`src/omcc_consts.svh`:
```
// Constants of the operating mode clock controller: register layout,
// reset values and oscillator cycle counts.
// Assumes it is included by its bare name from the design files.
`ifndef OMCC_CONSTS_SVH
`define OMCC_CONSTS_SVH

// ----------------------------------------------------------------
// Oscillator mode register layout.
// ----------------------------------------------------------------
`define OMCC_REG_RESET 8'h00
`define OMCC_BIT_STOP 1
`define OMCC_BIT_SLOW 2
`define OMCC_FIELD_LO 3
`define OMCC_FIELD_HI 4
`define OMCC_MODE_NORMAL 2'h0
`define OMCC_MODE_SLEEP 2'h1
`define OMCC_MODE_GREEN 2'h2

// ----------------------------------------------------------------
// Counts of oscillator cycles.
// ----------------------------------------------------------------
`define OMCC_WARM_LONG 12'h0800
`define OMCC_WARM_SHORT 12'h0020
`define OMCC_CFG_COUNT 12'h0800
`define OMCC_SLOW_DIV_LAST 2'h3

`endif

```
`src/omcc_pkg.sv`:
```
// Types of the operating mode clock controller.
// Assumes nothing of its surroundings.
package omcc_pkg;

  // Controller states, one-hot.
  typedef enum logic [5:0] {
    OMCC_CFG = 6'h01,
    OMCC_WARM = 6'h02,
    OMCC_NORMAL = 6'h04,
    OMCC_SLOW = 6'h08,
    OMCC_GREEN = 6'h10,
    OMCC_PDOWN = 6'h20
  } omcc_state_e;

endpackage

```
`src/omcc_warm_if.sv`:
```
// Link between the mode controller and its oscillator cycle counter.
// Assumes both ends run on the same clock and clock enable.
`timescale 1ns/10ps
interface omcc_warm_if;
  logic start;     // Starts a new count, one cycle.
  logic long_len;  // Count 2048 rather than 32 fast cycles.
  logic use_slow;  // Count slow RC cycles for the configuration wait.
  logic fast_edge; // One rising edge of the fast oscillator seen.
  logic slow_edge; // One rising edge of the slow RC seen.
  logic done;      // Count finished; holds until the next start.
  modport ctrl (output start, long_len, use_slow, fast_edge, slow_edge, input done);
  modport cnt (input start, long_len, use_slow, fast_edge, slow_edge, output done);
endinterface // omcc_warm_if

```
`src/omcc_ctrl.sv`:
```
// Operating mode and clock gating controller of an 8-bit microcontroller.
// Assumes oscillator clocks and port pins arrive unsynchronised, and that
// the CPU writes the oscillator mode register on clk.
//
// What this block does
// Reset release holds execution for 2048 fast cycles.
// Crystal wake from power down counts 2048.
// RC-type wake from power down counts 32.
// Reset release enters normal mode, fast clock.
// Normal mode: fast clock, both oscillators run.
// Slow select bit picks slow or normal.
// Slow mode instruction clock is slow RC/4.
// Slow mode leaves fast oscillator to stop bit.
// Slow mode: slow RC runs, execution continues.
// Sleep request write enters power down from normal or slow mode.
// Power down stops all oscillators and execution.
// Port changes wake; port 1 gated by enables.
// Power down wakes into normal mode, or slow if slow bit set.
// Wake from power down clears sleep request.
// Green wake returns to the entering mode.
// Wake timer follows per-mode table; watchdog follows its option in every mode.
// Fast stop in normal mode acts as power down.
// Power-on waits 2048 slow RC cycles first.
// Interrupt and wake sources gated per mode.
// Register: stop bit1, slow bit2, mode 4:3.
// Mode field: 00 normal, 01 sleep, 10 green.
// Stop bit gates the selected fast oscillator.
// Green request enters green, cleared on wake.
`timescale 1ns/10ps
`include "omcc_consts.svh"
module omcc_ctrl (
  input wire logic clk,
  input wire logic reset,
  input wire logic ce,
  input wire logic fast_osc_clk,
  input wire logic slow_rc_clk,
  input wire logic reset_source_hold,
  input wire logic fast_osc_is_rc,
  input wire logic internal_fast_rc_sel,
  input wire logic watchdog_option,
  input wire logic osc_mode_wr,
  input wire logic [7:0] osc_mode_wdata,
  input wire logic [7:0] port0_pins,
  input wire logic [7:0] port1_pins,
  input wire logic [7:0] port1_wake_enable,
  input wire logic wake_timer_enable,
  input wire logic wake_timer_overflow,
  output logic [7:0] osc_mode_register,
  output logic external_fast_osc_en,
  output logic internal_fast_rc_en,
  output logic internal_slow_rc_en,
  output logic cpu_run,
  output logic cpu_tick,
  output logic sys_clk_slow,
  output logic wake_timer_active,
  output logic watchdog_active,
  output logic internal_int_en,
  output logic timer_int_only,
  output logic external_int_en
);

  // ----------------------------------------------------------------
  // Decoding helpers.
  // ----------------------------------------------------------------
  // True in the states where the CPU executes instructions.
  function automatic logic is_run(input omcc_pkg::omcc_state_e s);
    is_run = (s == omcc_pkg::OMCC_NORMAL) || (s == omcc_pkg::OMCC_SLOW);
  endfunction

  // ----------------------------------------------------------------
  // Pin synchronisers.
  // ----------------------------------------------------------------
  // Bit 18 reset source, 17 slow RC, 16 fast osc, 15:8 port 1, 7:0 port 0.
  localparam int SYNC_W = 19;
  logic [SYNC_W-1:0] pins_raw; // Unsynchronised pin vector.
  logic [SYNC_W-1:0] sync_a;   // First stage, read only by the second.
  logic [SYNC_W-1:0] sync_b;   // Second stage, safe to use.
  logic [SYNC_W-1:0] sync_c;   // Previous safe value for edge detection.

  assign pins_raw = {reset_source_hold, slow_rc_clk, fast_osc_clk, port1_pins, port0_pins};

  // Each pin gets its own two-stage chain plus a history stage.
  genvar gi;
  generate
    for (gi = 0; gi < SYNC_W; gi++) begin : g_sync
      always_ff @(posedge clk) begin
        if (reset) begin
          sync_a[gi] <= 1'b0;
          sync_b[gi] <= 1'b0;
          sync_c[gi] <= 1'b0;
        end else if (ce) begin
          sync_a[gi] <= pins_raw[gi];
          sync_b[gi] <= sync_a[gi];
          sync_c[gi] <= sync_b[gi];
        end
      end
    end
  endgenerate

  // Oscillator edges are sampled, so clk must run well above both of them.
  logic fast_edge;       // Fast oscillator rising edge.
  logic slow_edge;       // Slow RC rising edge.
  logic rst_src;         // Some reset source is still asserted.
  logic [7:0] p0_change; // Level change on port 0.
  logic [7:0] p1_change; // Level change on port 1.
  logic port_wake;       // Any enabled port change.
  logic green_wake;      // Any green mode wake source.

  assign fast_edge = sync_b[16] & ~sync_c[16];
  assign slow_edge = sync_b[17] & ~sync_c[17];
  assign rst_src = sync_b[18];
  assign p0_change = sync_b[7:0] ^ sync_c[7:0];
  assign p1_change = sync_b[15:8] ^ sync_c[15:8];
  assign port_wake = (|p0_change) | (|(p1_change & port1_wake_enable));
  assign green_wake = port_wake | (wake_timer_enable & wake_timer_overflow);

  // ----------------------------------------------------------------
  // Warm-up counter.
  // ----------------------------------------------------------------
  omcc_warm_if warm ();

  assign warm.fast_edge = fast_edge;
  assign warm.slow_edge = slow_edge;

  omcc_warm_counter u_warm (
    .clk(clk),
    .reset(reset),
    .ce(ce),
    .w(warm.cnt)
  );

  // A done left over from the previous count is ignored while start is high.
  logic warm_done; // The count started on entry to this state finished.
  assign warm_done = warm.done & ~warm.start;

  // ----------------------------------------------------------------
  // Register write decoding.
  // ----------------------------------------------------------------
  omcc_pkg::omcc_state_e state;      // Current operating state.
  omcc_pkg::omcc_state_e next_state; // State after this cycle.
  logic wr_ok;                       // Write accepted: CPU is running.
  logic [1:0] wr_field;              // Written mode field, reserved as normal.
  logic [7:0] eff_reg;               // Register value seen this cycle.
  logic next_start;                  // Start a count next cycle.
  logic next_long;                   // Length of that count.
  logic next_use_slow;               // Source of that count.

  // Writes only arrive while executing; reserved code 11 is written as normal.
  always_comb begin
    wr_ok = osc_mode_wr & is_run(state);
    wr_field = osc_mode_wdata[`OMCC_FIELD_HI:`OMCC_FIELD_LO];
    if (wr_field == 2'h3) begin
      wr_field = `OMCC_MODE_NORMAL;
    end
    eff_reg = osc_mode_register;
    if (wr_ok) begin
      eff_reg = {3'h0, wr_field, osc_mode_wdata[`OMCC_BIT_SLOW:`OMCC_BIT_STOP], 1'b0};
    end
  end

  // ----------------------------------------------------------------
  // Next state.
  // ----------------------------------------------------------------
  always_comb begin
    next_state = state;
    next_start = 1'b0;
    next_long = 1'b1;
    next_use_slow = 1'b0;
    if (rst_src && state != omcc_pkg::OMCC_CFG) begin
      // Restart the long warm-up every cycle until the source lets go.
      next_state = omcc_pkg::OMCC_WARM;
      next_start = 1'b1;
    end else begin
      unique case (state)
        omcc_pkg::OMCC_CFG: begin
          if (warm_done) begin
            next_state = omcc_pkg::OMCC_WARM;
            next_start = 1'b1;
          end
        end
        omcc_pkg::OMCC_WARM: begin
          if (warm_done) begin
            next_state = omcc_pkg::OMCC_NORMAL;
          end
        end
        omcc_pkg::OMCC_NORMAL, omcc_pkg::OMCC_SLOW: begin
          if (eff_reg[`OMCC_FIELD_HI:`OMCC_FIELD_LO] == `OMCC_MODE_SLEEP) begin
            next_state = omcc_pkg::OMCC_PDOWN;
          end else if (eff_reg[`OMCC_FIELD_HI:`OMCC_FIELD_LO] == `OMCC_MODE_GREEN) begin
            next_state = omcc_pkg::OMCC_GREEN;
          end else if (eff_reg[`OMCC_BIT_STOP] && !eff_reg[`OMCC_BIT_SLOW]) begin
            // Fast source stopped with nothing else to clock the CPU.
            next_state = omcc_pkg::OMCC_PDOWN;
          end else if (eff_reg[`OMCC_BIT_SLOW]) begin
            next_state = omcc_pkg::OMCC_SLOW;
          end else begin
            next_state = omcc_pkg::OMCC_NORMAL;
          end
        end
        omcc_pkg::OMCC_PDOWN: begin
          if (port_wake) begin
            next_state = omcc_pkg::OMCC_WARM;
            next_start = 1'b1;
            next_long = ~fast_osc_is_rc; // see
          end
        end
        omcc_pkg::OMCC_GREEN: begin
          // No warm-up is counted on wake, even where the stop bit stopped the fast clock in green.
          if (green_wake) begin
            if (osc_mode_register[`OMCC_BIT_SLOW]) begin
              next_state = omcc_pkg::OMCC_SLOW;
            end else begin
              next_state = omcc_pkg::OMCC_NORMAL;
            end
          end
        end
      endcase
    end
  end

  // State register; power-on starts with the configuration wait.
  always_ff @(posedge clk) begin
    if (reset) begin
      state <= omcc_pkg::OMCC_CFG;
      warm.start <= 1'b1;
      warm.long_len <= 1'b1;
      warm.use_slow <= 1'b1;
    end else if (ce) begin
      state <= next_state;
      warm.start <= next_start;
      if (next_start) begin
        warm.long_len <= next_long;
        warm.use_slow <= next_use_slow;
      end
    end
  end

  // ----------------------------------------------------------------
  // Oscillator mode register.
  // ----------------------------------------------------------------
  // The CPU is stopped whenever a wake clears a bit, so a write and such a
  // clear can never meet in one cycle; a reset source clear wins over a write.
  always_ff @(posedge clk) begin
    if (reset || rst_src) begin
      osc_mode_register <= `OMCC_REG_RESET;
    end else if (ce) begin
      if (wr_ok) begin
        osc_mode_register <= eff_reg;
      end else if (state == omcc_pkg::OMCC_PDOWN && port_wake) begin
        osc_mode_register[`OMCC_FIELD_LO] <= 1'b0;
        // Waking from the no-clock case must restart the fast source.
        if (!osc_mode_register[`OMCC_BIT_SLOW]) begin
          osc_mode_register[`OMCC_BIT_STOP] <= 1'b0;
        end
      end else if (state == omcc_pkg::OMCC_GREEN && green_wake) begin
        osc_mode_register[`OMCC_FIELD_HI] <= 1'b0;
      end
    end
  end

  // ----------------------------------------------------------------
  // Slow instruction clock divider.
  // ----------------------------------------------------------------
  logic [1:0] slow_div; // Slow RC edges within one instruction.

  always_ff @(posedge clk) begin
    if (reset) begin
      slow_div <= 2'h0;
    end else if (ce) begin
      if (state != omcc_pkg::OMCC_SLOW) begin
        slow_div <= 2'h0;
      end else if (slow_edge) begin
        slow_div <= slow_div + 2'h1;
      end
    end
  end

  // ----------------------------------------------------------------
  // Registered gating outputs.
  // ----------------------------------------------------------------
  logic fast_on; // Selected fast oscillator should run.

  // The fast source runs through configuration and warm-up, always in
  // normal mode, and by the stop bit in slow and green modes.
  always_comb begin
    unique case (state)
      omcc_pkg::OMCC_SLOW, omcc_pkg::OMCC_GREEN: begin
        fast_on = ~osc_mode_register[`OMCC_BIT_STOP]; // see
      end
      omcc_pkg::OMCC_PDOWN: begin
        fast_on = 1'b0;
      end
      default: begin
        fast_on = 1'b1;
      end
    endcase
  end

  // Oscillator enables and the CPU run and tick strobes.
  always_ff @(posedge clk) begin
    if (reset) begin
      external_fast_osc_en <= 1'b0;
      internal_fast_rc_en <= 1'b0;
      internal_slow_rc_en <= 1'b0;
      cpu_run <= 1'b0;
      cpu_tick <= 1'b0;
      sys_clk_slow <= 1'b0;
    end else if (ce) begin
      external_fast_osc_en <= fast_on & ~internal_fast_rc_sel;
      internal_fast_rc_en <= fast_on & internal_fast_rc_sel;
      internal_slow_rc_en <= state != omcc_pkg::OMCC_PDOWN;
      cpu_run <= is_run(state); // see
      sys_clk_slow <= osc_mode_register[`OMCC_BIT_SLOW] & (state != omcc_pkg::OMCC_PDOWN);
      if (state == omcc_pkg::OMCC_NORMAL) begin
        cpu_tick <= fast_edge;
      end else if (state == omcc_pkg::OMCC_SLOW) begin
        cpu_tick <= slow_edge && slow_div == `OMCC_SLOW_DIV_LAST;
      end else begin
        cpu_tick <= 1'b0;
      end
    end
  end

  // Peripheral and interrupt gating per mode.
  always_ff @(posedge clk) begin
    if (reset) begin
      wake_timer_active <= 1'b0;
      watchdog_active <= 1'b0;
      internal_int_en <= 1'b0;
      timer_int_only <= 1'b0;
      external_int_en <= 1'b0;
    end else if (ce) begin
      wake_timer_active <= wake_timer_enable
        & (is_run(state) | (state == omcc_pkg::OMCC_GREEN));
      watchdog_active <= watchdog_option;
      internal_int_en <= is_run(state);
      timer_int_only <= state == omcc_pkg::OMCC_GREEN;
      external_int_en <= is_run(state) | (state == omcc_pkg::OMCC_GREEN);
    end
  end

  // ----------------------------------------------------------------
  // Assertions.
  // ----------------------------------------------------------------
  warm_hold_a: assert property (@(posedge clk) disable iff (reset)
    ce && state == omcc_pkg::OMCC_WARM |=> !cpu_run)
    else $error("CPU ran during warm-up.");

  wake_length_a: assert property (@(posedge clk) disable iff (reset)
    ce && state == omcc_pkg::OMCC_PDOWN && port_wake && !rst_src
    |=> state == omcc_pkg::OMCC_WARM && warm.start && warm.long_len == !fast_osc_is_rc)
    else $error("Wrong warm-up length after power down.");

  normal_osc_a: assert property (@(posedge clk) disable iff (reset)
    ce && state == omcc_pkg::OMCC_NORMAL
    |=> internal_slow_rc_en && (external_fast_osc_en || internal_fast_rc_en))
    else $error("Oscillator off in normal mode.");

  slow_tick_a: assert property (@(posedge clk) disable iff (reset)
    ce && $past(state) == omcc_pkg::OMCC_SLOW && cpu_tick |-> $past(slow_div) == 2'h3)
    else $error("Slow tick not on the fourth edge.");

  sleep_entry_a: assert property (@(posedge clk) disable iff (reset)
    ce && wr_ok && !rst_src && wr_field == `OMCC_MODE_SLEEP
    |=> state == omcc_pkg::OMCC_PDOWN)
    else $error("Sleep request did not enter power down.");

  pdown_osc_a: assert property (@(posedge clk) disable iff (reset)
    ce && state == omcc_pkg::OMCC_PDOWN
    |=> !internal_slow_rc_en && !external_fast_osc_en && !internal_fast_rc_en && !cpu_run)
    else $error("Activity left on in power down.");

  sleep_clear_a: assert property (@(posedge clk) disable iff (reset)
    ce && state == omcc_pkg::OMCC_PDOWN && port_wake && !rst_src
    |=> osc_mode_register[3] == 1'b0 ##1 state != omcc_pkg::OMCC_PDOWN)
    else $error("Sleep request not cleared on wake.");

  green_return_a: assert property (@(posedge clk) disable iff (reset)
    ce && state == omcc_pkg::OMCC_GREEN && green_wake && !rst_src
    |=> state == ($past(osc_mode_register[2]) ? omcc_pkg::OMCC_SLOW : omcc_pkg::OMCC_NORMAL))
    else $error("Green wake returned to the wrong mode.");

  no_clock_a: assert property (@(posedge clk) disable iff (reset)
    ce && state == omcc_pkg::OMCC_NORMAL && !rst_src
    && eff_reg[4:1] == 4'h1 |=> state == omcc_pkg::OMCC_PDOWN)
    else $error("Stopped fast clock did not act as power down.");

endmodule // omcc_ctrl

```
`src/omcc_warm_counter.sv`:
```
// Oscillator cycle counter for warm-up and configuration waits.
// Assumes edge strobes already synchronised to clk by the controller.
`timescale 1ns/10ps
`include "omcc_consts.svh"
module omcc_warm_counter (
  input wire logic clk,
  input wire logic reset,
  input wire logic ce,
  omcc_warm_if.cnt w
);

  // ----------------------------------------------------------------
  // Count selection.
  // ----------------------------------------------------------------
  logic [11:0] cnt;    // Oscillator edges counted so far.
  logic busy;          // A count is running.
  logic tick;          // Edge of the selected oscillator.
  logic [11:0] target; // Number of edges to count.

  // The selected source and length only change together with start.
  always_comb begin
    tick = w.use_slow ? w.slow_edge : w.fast_edge;
    if (w.use_slow) begin
      target = `OMCC_CFG_COUNT;
    end else if (w.long_len) begin
      target = `OMCC_WARM_LONG;
    end else begin
      target = `OMCC_WARM_SHORT;
    end
  end

  // ----------------------------------------------------------------
  // Counter.
  // ----------------------------------------------------------------
  // A start always restarts, so a reset source held high keeps it at zero.
  always_ff @(posedge clk) begin
    if (reset) begin
      cnt <= 12'h0000;
      busy <= 1'b0;
      w.done <= 1'b0;
    end else if (ce) begin
      if (w.start) begin
        cnt <= 12'h0000;
        busy <= 1'b1;
        w.done <= 1'b0;
      end else if (busy && tick) begin
        if (cnt + 12'h0001 == target) begin
          busy <= 1'b0;
          w.done <= 1'b1;
        end
        cnt <= cnt + 12'h0001;
      end
    end
  end

endmodule // omcc_warm_counter

```
`config.mk`:
```
export PLATFORM = sky130hd
export DESIGN_NAME = omcc_ctrl
export DESIGN_NICKNAME = d
export VERILOG_FILES = /design/src/omcc_pkg.sv /design/src/omcc_warm_if.sv /design/src/omcc_ctrl.sv /design/src/omcc_warm_counter.sv
export VERILOG_INCLUDE_DIRS = /design/src /design/src/src
export SDC_FILE = /design/constraint.sdc
export NUM_CORES = 1
export LEC_CHECK = 0
export BUFFER_PORTS_ARGS = -buffer_cell sky130_fd_sc_hd__buf_2
export CELL_PAD_IN_SITES_DETAIL_PLACEMENT = 0
export CELL_PAD_IN_SITES_GLOBAL_PLACEMENT = 2
export CORE_ASPECT_RATIO = 1.4
export CORE_MARGIN = 3
export CORE_UTILIZATION = 35
export DETAILED_ROUTE_END_ITERATION = 8
export HOLD_SLACK_MARGIN = 0.05
export PLACE_DENSITY = 0.9
export SYNTH_ARGS = -nofsm -noshare
export SYNTH_HDL_FRONTEND = slang
export SYNTH_SLANG_ARGS = --single-unit
```
`constraint.sdc`:
```
create_clock -name clk -period 2.7 [get_ports clk]
set_clock_uncertainty 0.2 [all_clocks]
set_input_delay 0.27 -clock clk [delete_from_list [all_inputs] [get_ports clk]]
set_output_delay 0.27 -clock clk [all_outputs]
set_load 0.005 [all_outputs]
```
==> After elaboration in Yosys (flattened, before gate mapping) <==
Cells that the tools add are included.
{ "totals": {"ff_bits": 95, "wordCells": 191} }
{ "classes": {"addsub": 2, "n_reduce_logical": 27, "bitwise": 21, "muxes": 43, "n_eq_ne": 20} }
{ "op_table": {"columns": ["op", "count"], "rows": [
  ["2-to-1 mux 12 bit", 4],
  ["2-to-1 mux 6 bit", 8],
  ["case mux 6 bit (5 select lines)", 1],
  ["2-to-1 mux 1 bit", 21],
  ["OR reduction 8 bit", 2],
  ["XOR 8 bit", 2],
  ["adder 12 x 1 -> 12 bit (second input constant)", 1],
  ["equality test 12 bit", 1],
  ["inequality test 3 bit (second input constant)", 4],
  ["AND reduction 2 bit", 5],
  ["nonzero test 2 bit", 5],
  ["AND 1 bit", 9],
  ["AND reduction 3 bit", 3],
  ["AND 8 bit", 1],
  ["2-to-1 mux 2 bit", 4],
  ["2-to-1 mux 4 bit", 2],
  ["equality test 2 bit (second input constant)", 3],
  ["equality test 6 x 1 -> 1 bit (second input constant)", 1],
  ["equality test 6 x 2 -> 1 bit (second input constant)", 1],
  ["equality test 6 x 3 -> 1 bit (second input constant)", 1],
  ["equality test 6 x 4 -> 1 bit (second input constant)", 1],
  ["equality test 6 x 5 -> 1 bit (second input constant)", 1],
  ["equality test 6 bit (second input constant)", 1],
  ["logical AND 1 bit", 6],
  ["15 further kinds", 25]
]} }

==> Logic depth before layout (Yosys ltp) <==
{ "depth": {"word_depth": 11, "ltp_mapped": 8, "ltp_nobuf": 7} }

==> Hierarchy <==
A second synthesis with hierarchy kept.
{ "hier_totals": {"cells_unflattened": 504, "hier_area_um2": 4530.6} }
{ "by_module_without_submodules": {"columns": ["module", "area_per_inst_um2", "cells_per_inst", "seq_area_each_um2", "n_inst"], "rows": [
  ["omcc_ctrl", 3634.7, 387, 1621.6, 1],
  ["omcc_warm_counter", 895.9, 117, 280.3, 1]
]} }

==> Least setup slack after synthesis <==
No wires, ideal clock.
{ "synth_timing": {"kind": "register to register", "startpoint": "register u_warm.cnt[0]", "endpoint": "register u_warm.busy", "required_time_ns": 2.368, "n_path_buf": 0, "stages_incl_launch_ff": 7, "arrival_ns": 1.632, "setup_time_ns": 0.132, "path_slack_ns": 0.736, "path_cell_list": "dfxtp_1 ha_1 and3_1 nand3_1 a211o_1 o31ai_1 a21oi_1"} }
{ "synth_between": {"elab_chain_len": 4} }
{ "synth_lines": {"columns": ["item", "line_no", "source"], "rows": [
  ["from (decl)", "omcc_warm_counter.sv:15", "logic [11:0] cnt;"],
  ["from (signal assigned)", "omcc_warm_counter.sv:51", "cnt <= cnt + 12'h0001;"],
  ["adder 12 x 1 -> 12 bit", "omcc_warm_counter.sv:47", "if (cnt + 12'h0001 == target) begin"],
  ["equality test 12 bit", "omcc_warm_counter.sv:47", null],
  ["nonzero test 2 bit (no line)", null, null],
  ["AND reduction 3 bit (no line)", null, null],
  ["to (signal assigned)", "omcc_warm_counter.sv:39", "busy <= 1'b0;"],
  ["to (signal assigned)", "omcc_warm_counter.sv:44", "busy <= 1'b1;"],
  ["to (signal assigned)", "omcc_warm_counter.sv:48", "busy <= 1'b0;"],
  ["to (decl)", "omcc_warm_counter.sv:16", "logic busy;"]
]} }
Every way passes these cells.
A chain may end at the register's enable or synchronous reset.

==> Worst setup path in the final report <==
{ "layout_timing": {"startpoint": "register sync_b[1]", "endpoint": "register state[1]"} }
{ "layout_between": {"elab_chain_len": 6, "elab_cells_between_ends": 7} }
{ "layout_lines": {"columns": ["item", "line_no", "source"], "rows": [
  ["from (decl)", "omcc_ctrl.sv:77", "logic [SYNC_W-1:0] sync_b;"],
  ["from (signal, indexed assignment)", "omcc_ctrl.sv:93", "sync_b[gi] <= sync_a[gi];"],
  ["XOR 8 bit (*)", "omcc_ctrl.sv:112", "assign p0_change = sync_b[7:0] ^ sync_c[7:0];"],
  ["OR reduction 8 bit (*)", "omcc_ctrl.sv:114", "assign port_wake = (|p0_change) | (|(p1_change & port1_wake_enable));"],
  ["bitwise OR 1 bit (*)", "omcc_ctrl.sv:114", null],
  ["bitwise OR 1 bit", "omcc_ctrl.sv:115", "assign green_wake = port_wake | (wake_timer_enable & wake_timer_overflow);"],
  ["inequality test 3 bit (no line)", null, null],
  ["AND reduction 5 bit (no line) (*)", null, null],
  ["to (signal assigned)", "omcc_ctrl.sv:224", "state <= omcc_pkg::OMCC_CFG;"],
  ["to (signal assigned)", "omcc_ctrl.sv:229", "state <= next_state;"],
  ["to (decl)", "omcc_ctrl.sv:139", "omcc_pkg::omcc_state_e state;"]
]} }
Mark *: on every way between the ends. The rest lies on a longest branch, timed or not.

==> flow_summary_export.csv <==
group,metric,value,unit
run_status,outcome,"completed",
floorplan,die_width,101.6,um
layout,multi_input_area,2402,um^2
pwr,comb_power_share,10.0,%
clock_tree,cts-root-buf,"clkbuf_16",
yosys,async_flop_share,0,%
yosys,synth_flop_cell,"dfxtp_1",
pwr,power.internal,2.515,mW
pwr,leakage,2.340,nW
critical_path,worst_ep_arrival_time,2.34,ns
routing,vias,3640,
grt,grt_max_degree,57,
yosys,synth_edf_count,0,
pwr,p_total,3.285,mW
sta,setup_violations,0,
placement,io_buffers,54,
layout,diodes,0,
sta,period_share,85.12,%
yosys,synth_area,4474,um^2
pwr,peakVddDrop,0.3433,mV
clock_tree,cts_buffer_depth,2,
sta,rsz0062_at_grt,"false",
sta,setup_tns,0,ns
pwr,powerDensity,606.4,nW/um^2
layout,fillers,1213,
yosys,synth_cell_types,60,
clock_tree,htreeDepth,3,
yosys,synth_seq_cells,95,
floorplan,dieArea,14200,um^2
placement,dp_hpwl,6769,um
floorplan,fp.dieH,139.8,um
floorplan,coreArea,12430,um^2
sta,fmax,435.1,MHz
critical_path,required,2.74,ns
routing,vias_per_cell,5.120,
critical_path,cp-start-kind,"flip-flop",
critical_path,path_class,"reg -> reg",
routing,wl_per_cell,13.65,um
clock_tree,clkLatencyLatePin,0.35,ns
yosys,ys_warn_count,0,
yosys,ys_seq_area_share,42.51,%
sta,timing.hold.ws,0.1051,ns
layout,syn2layout_area_growth,21.09,%
sta,max_slew_margin,48.21,%
critical_path,cp_max_fo,10,
grt,grt_usage,14.26,%
floorplan,std_cell_rows,48,
pwr,seq_power_share,45.6,%
yosys,synth_cells,493,
routing,routed_wl,9708,um
sta,slew_viol_final,0,
flow_run,cap_violations,0,
floorplan,design.portCount,63,
routing,drc,0,
placement,finalWeightedCongestion,0.7877,
layout,final_core_util,43.58,%
sta,hold_violations,0,
sta,tightest_slew,0.7769,ns
clock_tree,clkSinkCount,95,
grt,gr-total-overflow,0,
grt,grt_pass1_wl,16330,um
routing,final_antenna_net_count,0,
pwr,clkPwrFrac,44.4,%
critical_path,rrSetupSlack,0.40,ns
min_path,hold_class,"in -> reg",
clock_tree,cts-buffers-inserted,9,
routing,firstDrtPassIters,4,
clock_tree,cts_tree,"done",
grt,antenna_found_initial,0,
layout,drive_above_1_share,15.51,%
clock_tree,clk_pin_slew,0.07,ns
pwr,power.switching,0.7700,mW
routing,drtIter0Drc,176,
layout,nets,604,
critical_path,end_kind,"flip-flop",
floorplan,start_util,35.99,%
grt,first_global_vias,3477,
sta,post-route-min-period,2.298,ns
layout,seq_area,1902,um^2
yosys,synth_area_per_cell,9.076,um^2
pwr,netSwitchingFraction,23.44,%
## cells by family (layout without fill, tap and decap cells)
kind of cell               Yosys count  in the layout  share of synthesized area [%]
and+or+nand+nor                    192            192                          21.98
DFF                                 95             95                          42.51
AOI/OAI and AO/OA                   83             83                          12.53
muxes                               63             63                          14.09
buffers and inverters               36            101                          4.055
xor gates and xnor gates            20             20                          3.915
adders and majority gates            3              3                         0.8390
other                                1              4                        0.08381
## flip-flops by register name (all words and copies together) (netlist names), 2 cells and up
signal / count
sync_a: 19
sync_b: 18
sync_c: 18
u_warm.cnt: 12
state: 6
osc_mode_register: 4
slow_div: 2
## cells in the mapped netlist, types with 5 or more instances
library cell / n / area (um^2)
nand2b_1: 10 / 62.56
xor2_1: 18 / 157.7
buf_1: 5 / 18.77
a21oi_1: 26 / 130.1
a22oi_1: 5 / 37.54
mux2i_1: 63 / 630.6
nand4_1: 7 / 43.79
nor2_1: 87 / 326.6
a31oi_1: 7 / 43.79
nor2b_1: 13 / 81.33
o21ai_0: 14 / 70.07
nand3_1: 11 / 55.05
clkbuf_1: 17 / 63.81
nor3_1: 8 / 40.04
dfxtp_1: 95 / 1902
nor4_1: 5 / 31.28
nand2_1: 16 / 60.06
or3_1: 8 / 50.05
buf_4: 7 / 52.55
nand3b_1: 7 / 52.55
## through the flow
stage,setup WS (ns),area [um^2],cells
3_5_place_dp,0.3337,4826,671
3_3_place_gp,0.3711,4826,671
5_1_grt,0.1163,5418,711
2_1_floorplan,0.7362,4486,496
6_report,0.4018,5418,711
4_1_cts,0.3404,5418,711
## worst paths after layout
path / depth (start not counted) / to / from
min: 3 / osc_mode_register[3]$_SDFFE_PP0P_ / osc_mode_wdata[3]
min reg2reg: 1 / u_warm.w.done$_SDFFE_PP0P_ / u_warm.w.done$_SDFFE_PP0P_
max: 6 / state[1]$_SDFFE_PP0P_ / sync_b[1]$_SDFFE_PP0P_
max reg2reg: 6 / state[1]$_SDFFE_PP0P_ / sync_b[1]$_SDFFE_PP0P_
## critical path, cell delays in order, from the launching register on
cell     delay [ns]
dfxtp_1        0.34
xor2_1         0.14
nor4_1         0.34
nand4_1        0.29
o41ai_4        0.57
mux2i_1        0.26
nor2_1         0.05
## power groups by stage
stage,clock [mW],sequential (mW),combinational (mW)
3_5_place_dp,0,1.53,0.304
2_1_floorplan,0,1.50,0.256
5_1_grt,1.55,1.51,0.367
6_report,1.46,1.50,0.328
4_1_cts,1.50,1.50,0.333
3_3_place_gp,0,1.53,0.297
## cell usage in the layout (no fill, tap or decap), drive strengths merged, types with 5 or more instances in the layout
cell type    instances
dfxtp               95
nor2                88
mux2i               63
buf                 60
a21oi               26
dlygate4sd3         25
xor2                18
o21ai               18
nand2               17
nor2b               13
nand3               12
nand2b              10
nor3                10
clkbuf               9
or3                  8
a31oi                8
nand4                7
nand3b               7
nor4                 7
a22oi                5
## layer usage
metal / wire [um] / track usage (%) / vias to the layer above
met5: 0 / 0 / -
met4: 161 / 5.182 / 0
met3: 396 / 3.711 / 13
met2: 4954 / 24.48 / 51
met1: 4196 / 16.82 / 1721
li1: - / - / 1855
## area by class of cell
class,instances,share of cell area [%]
inverters,1,0.06928
repair buffers,85,10.72
flip-flops and latches,95,35.10
multi-input cells,365,44.34
clock inverters,6,2.148
clock buffers,9,4.157
well taps,150,3.464
## repair_timing
action,4_1_cts,5_1_grt
buffers inserted,0,0
hold buffers,25,0
hold endpoints to repair,26,0
resized for setup,0,0
No activity file was read; power rests on OpenSTA's default activity.
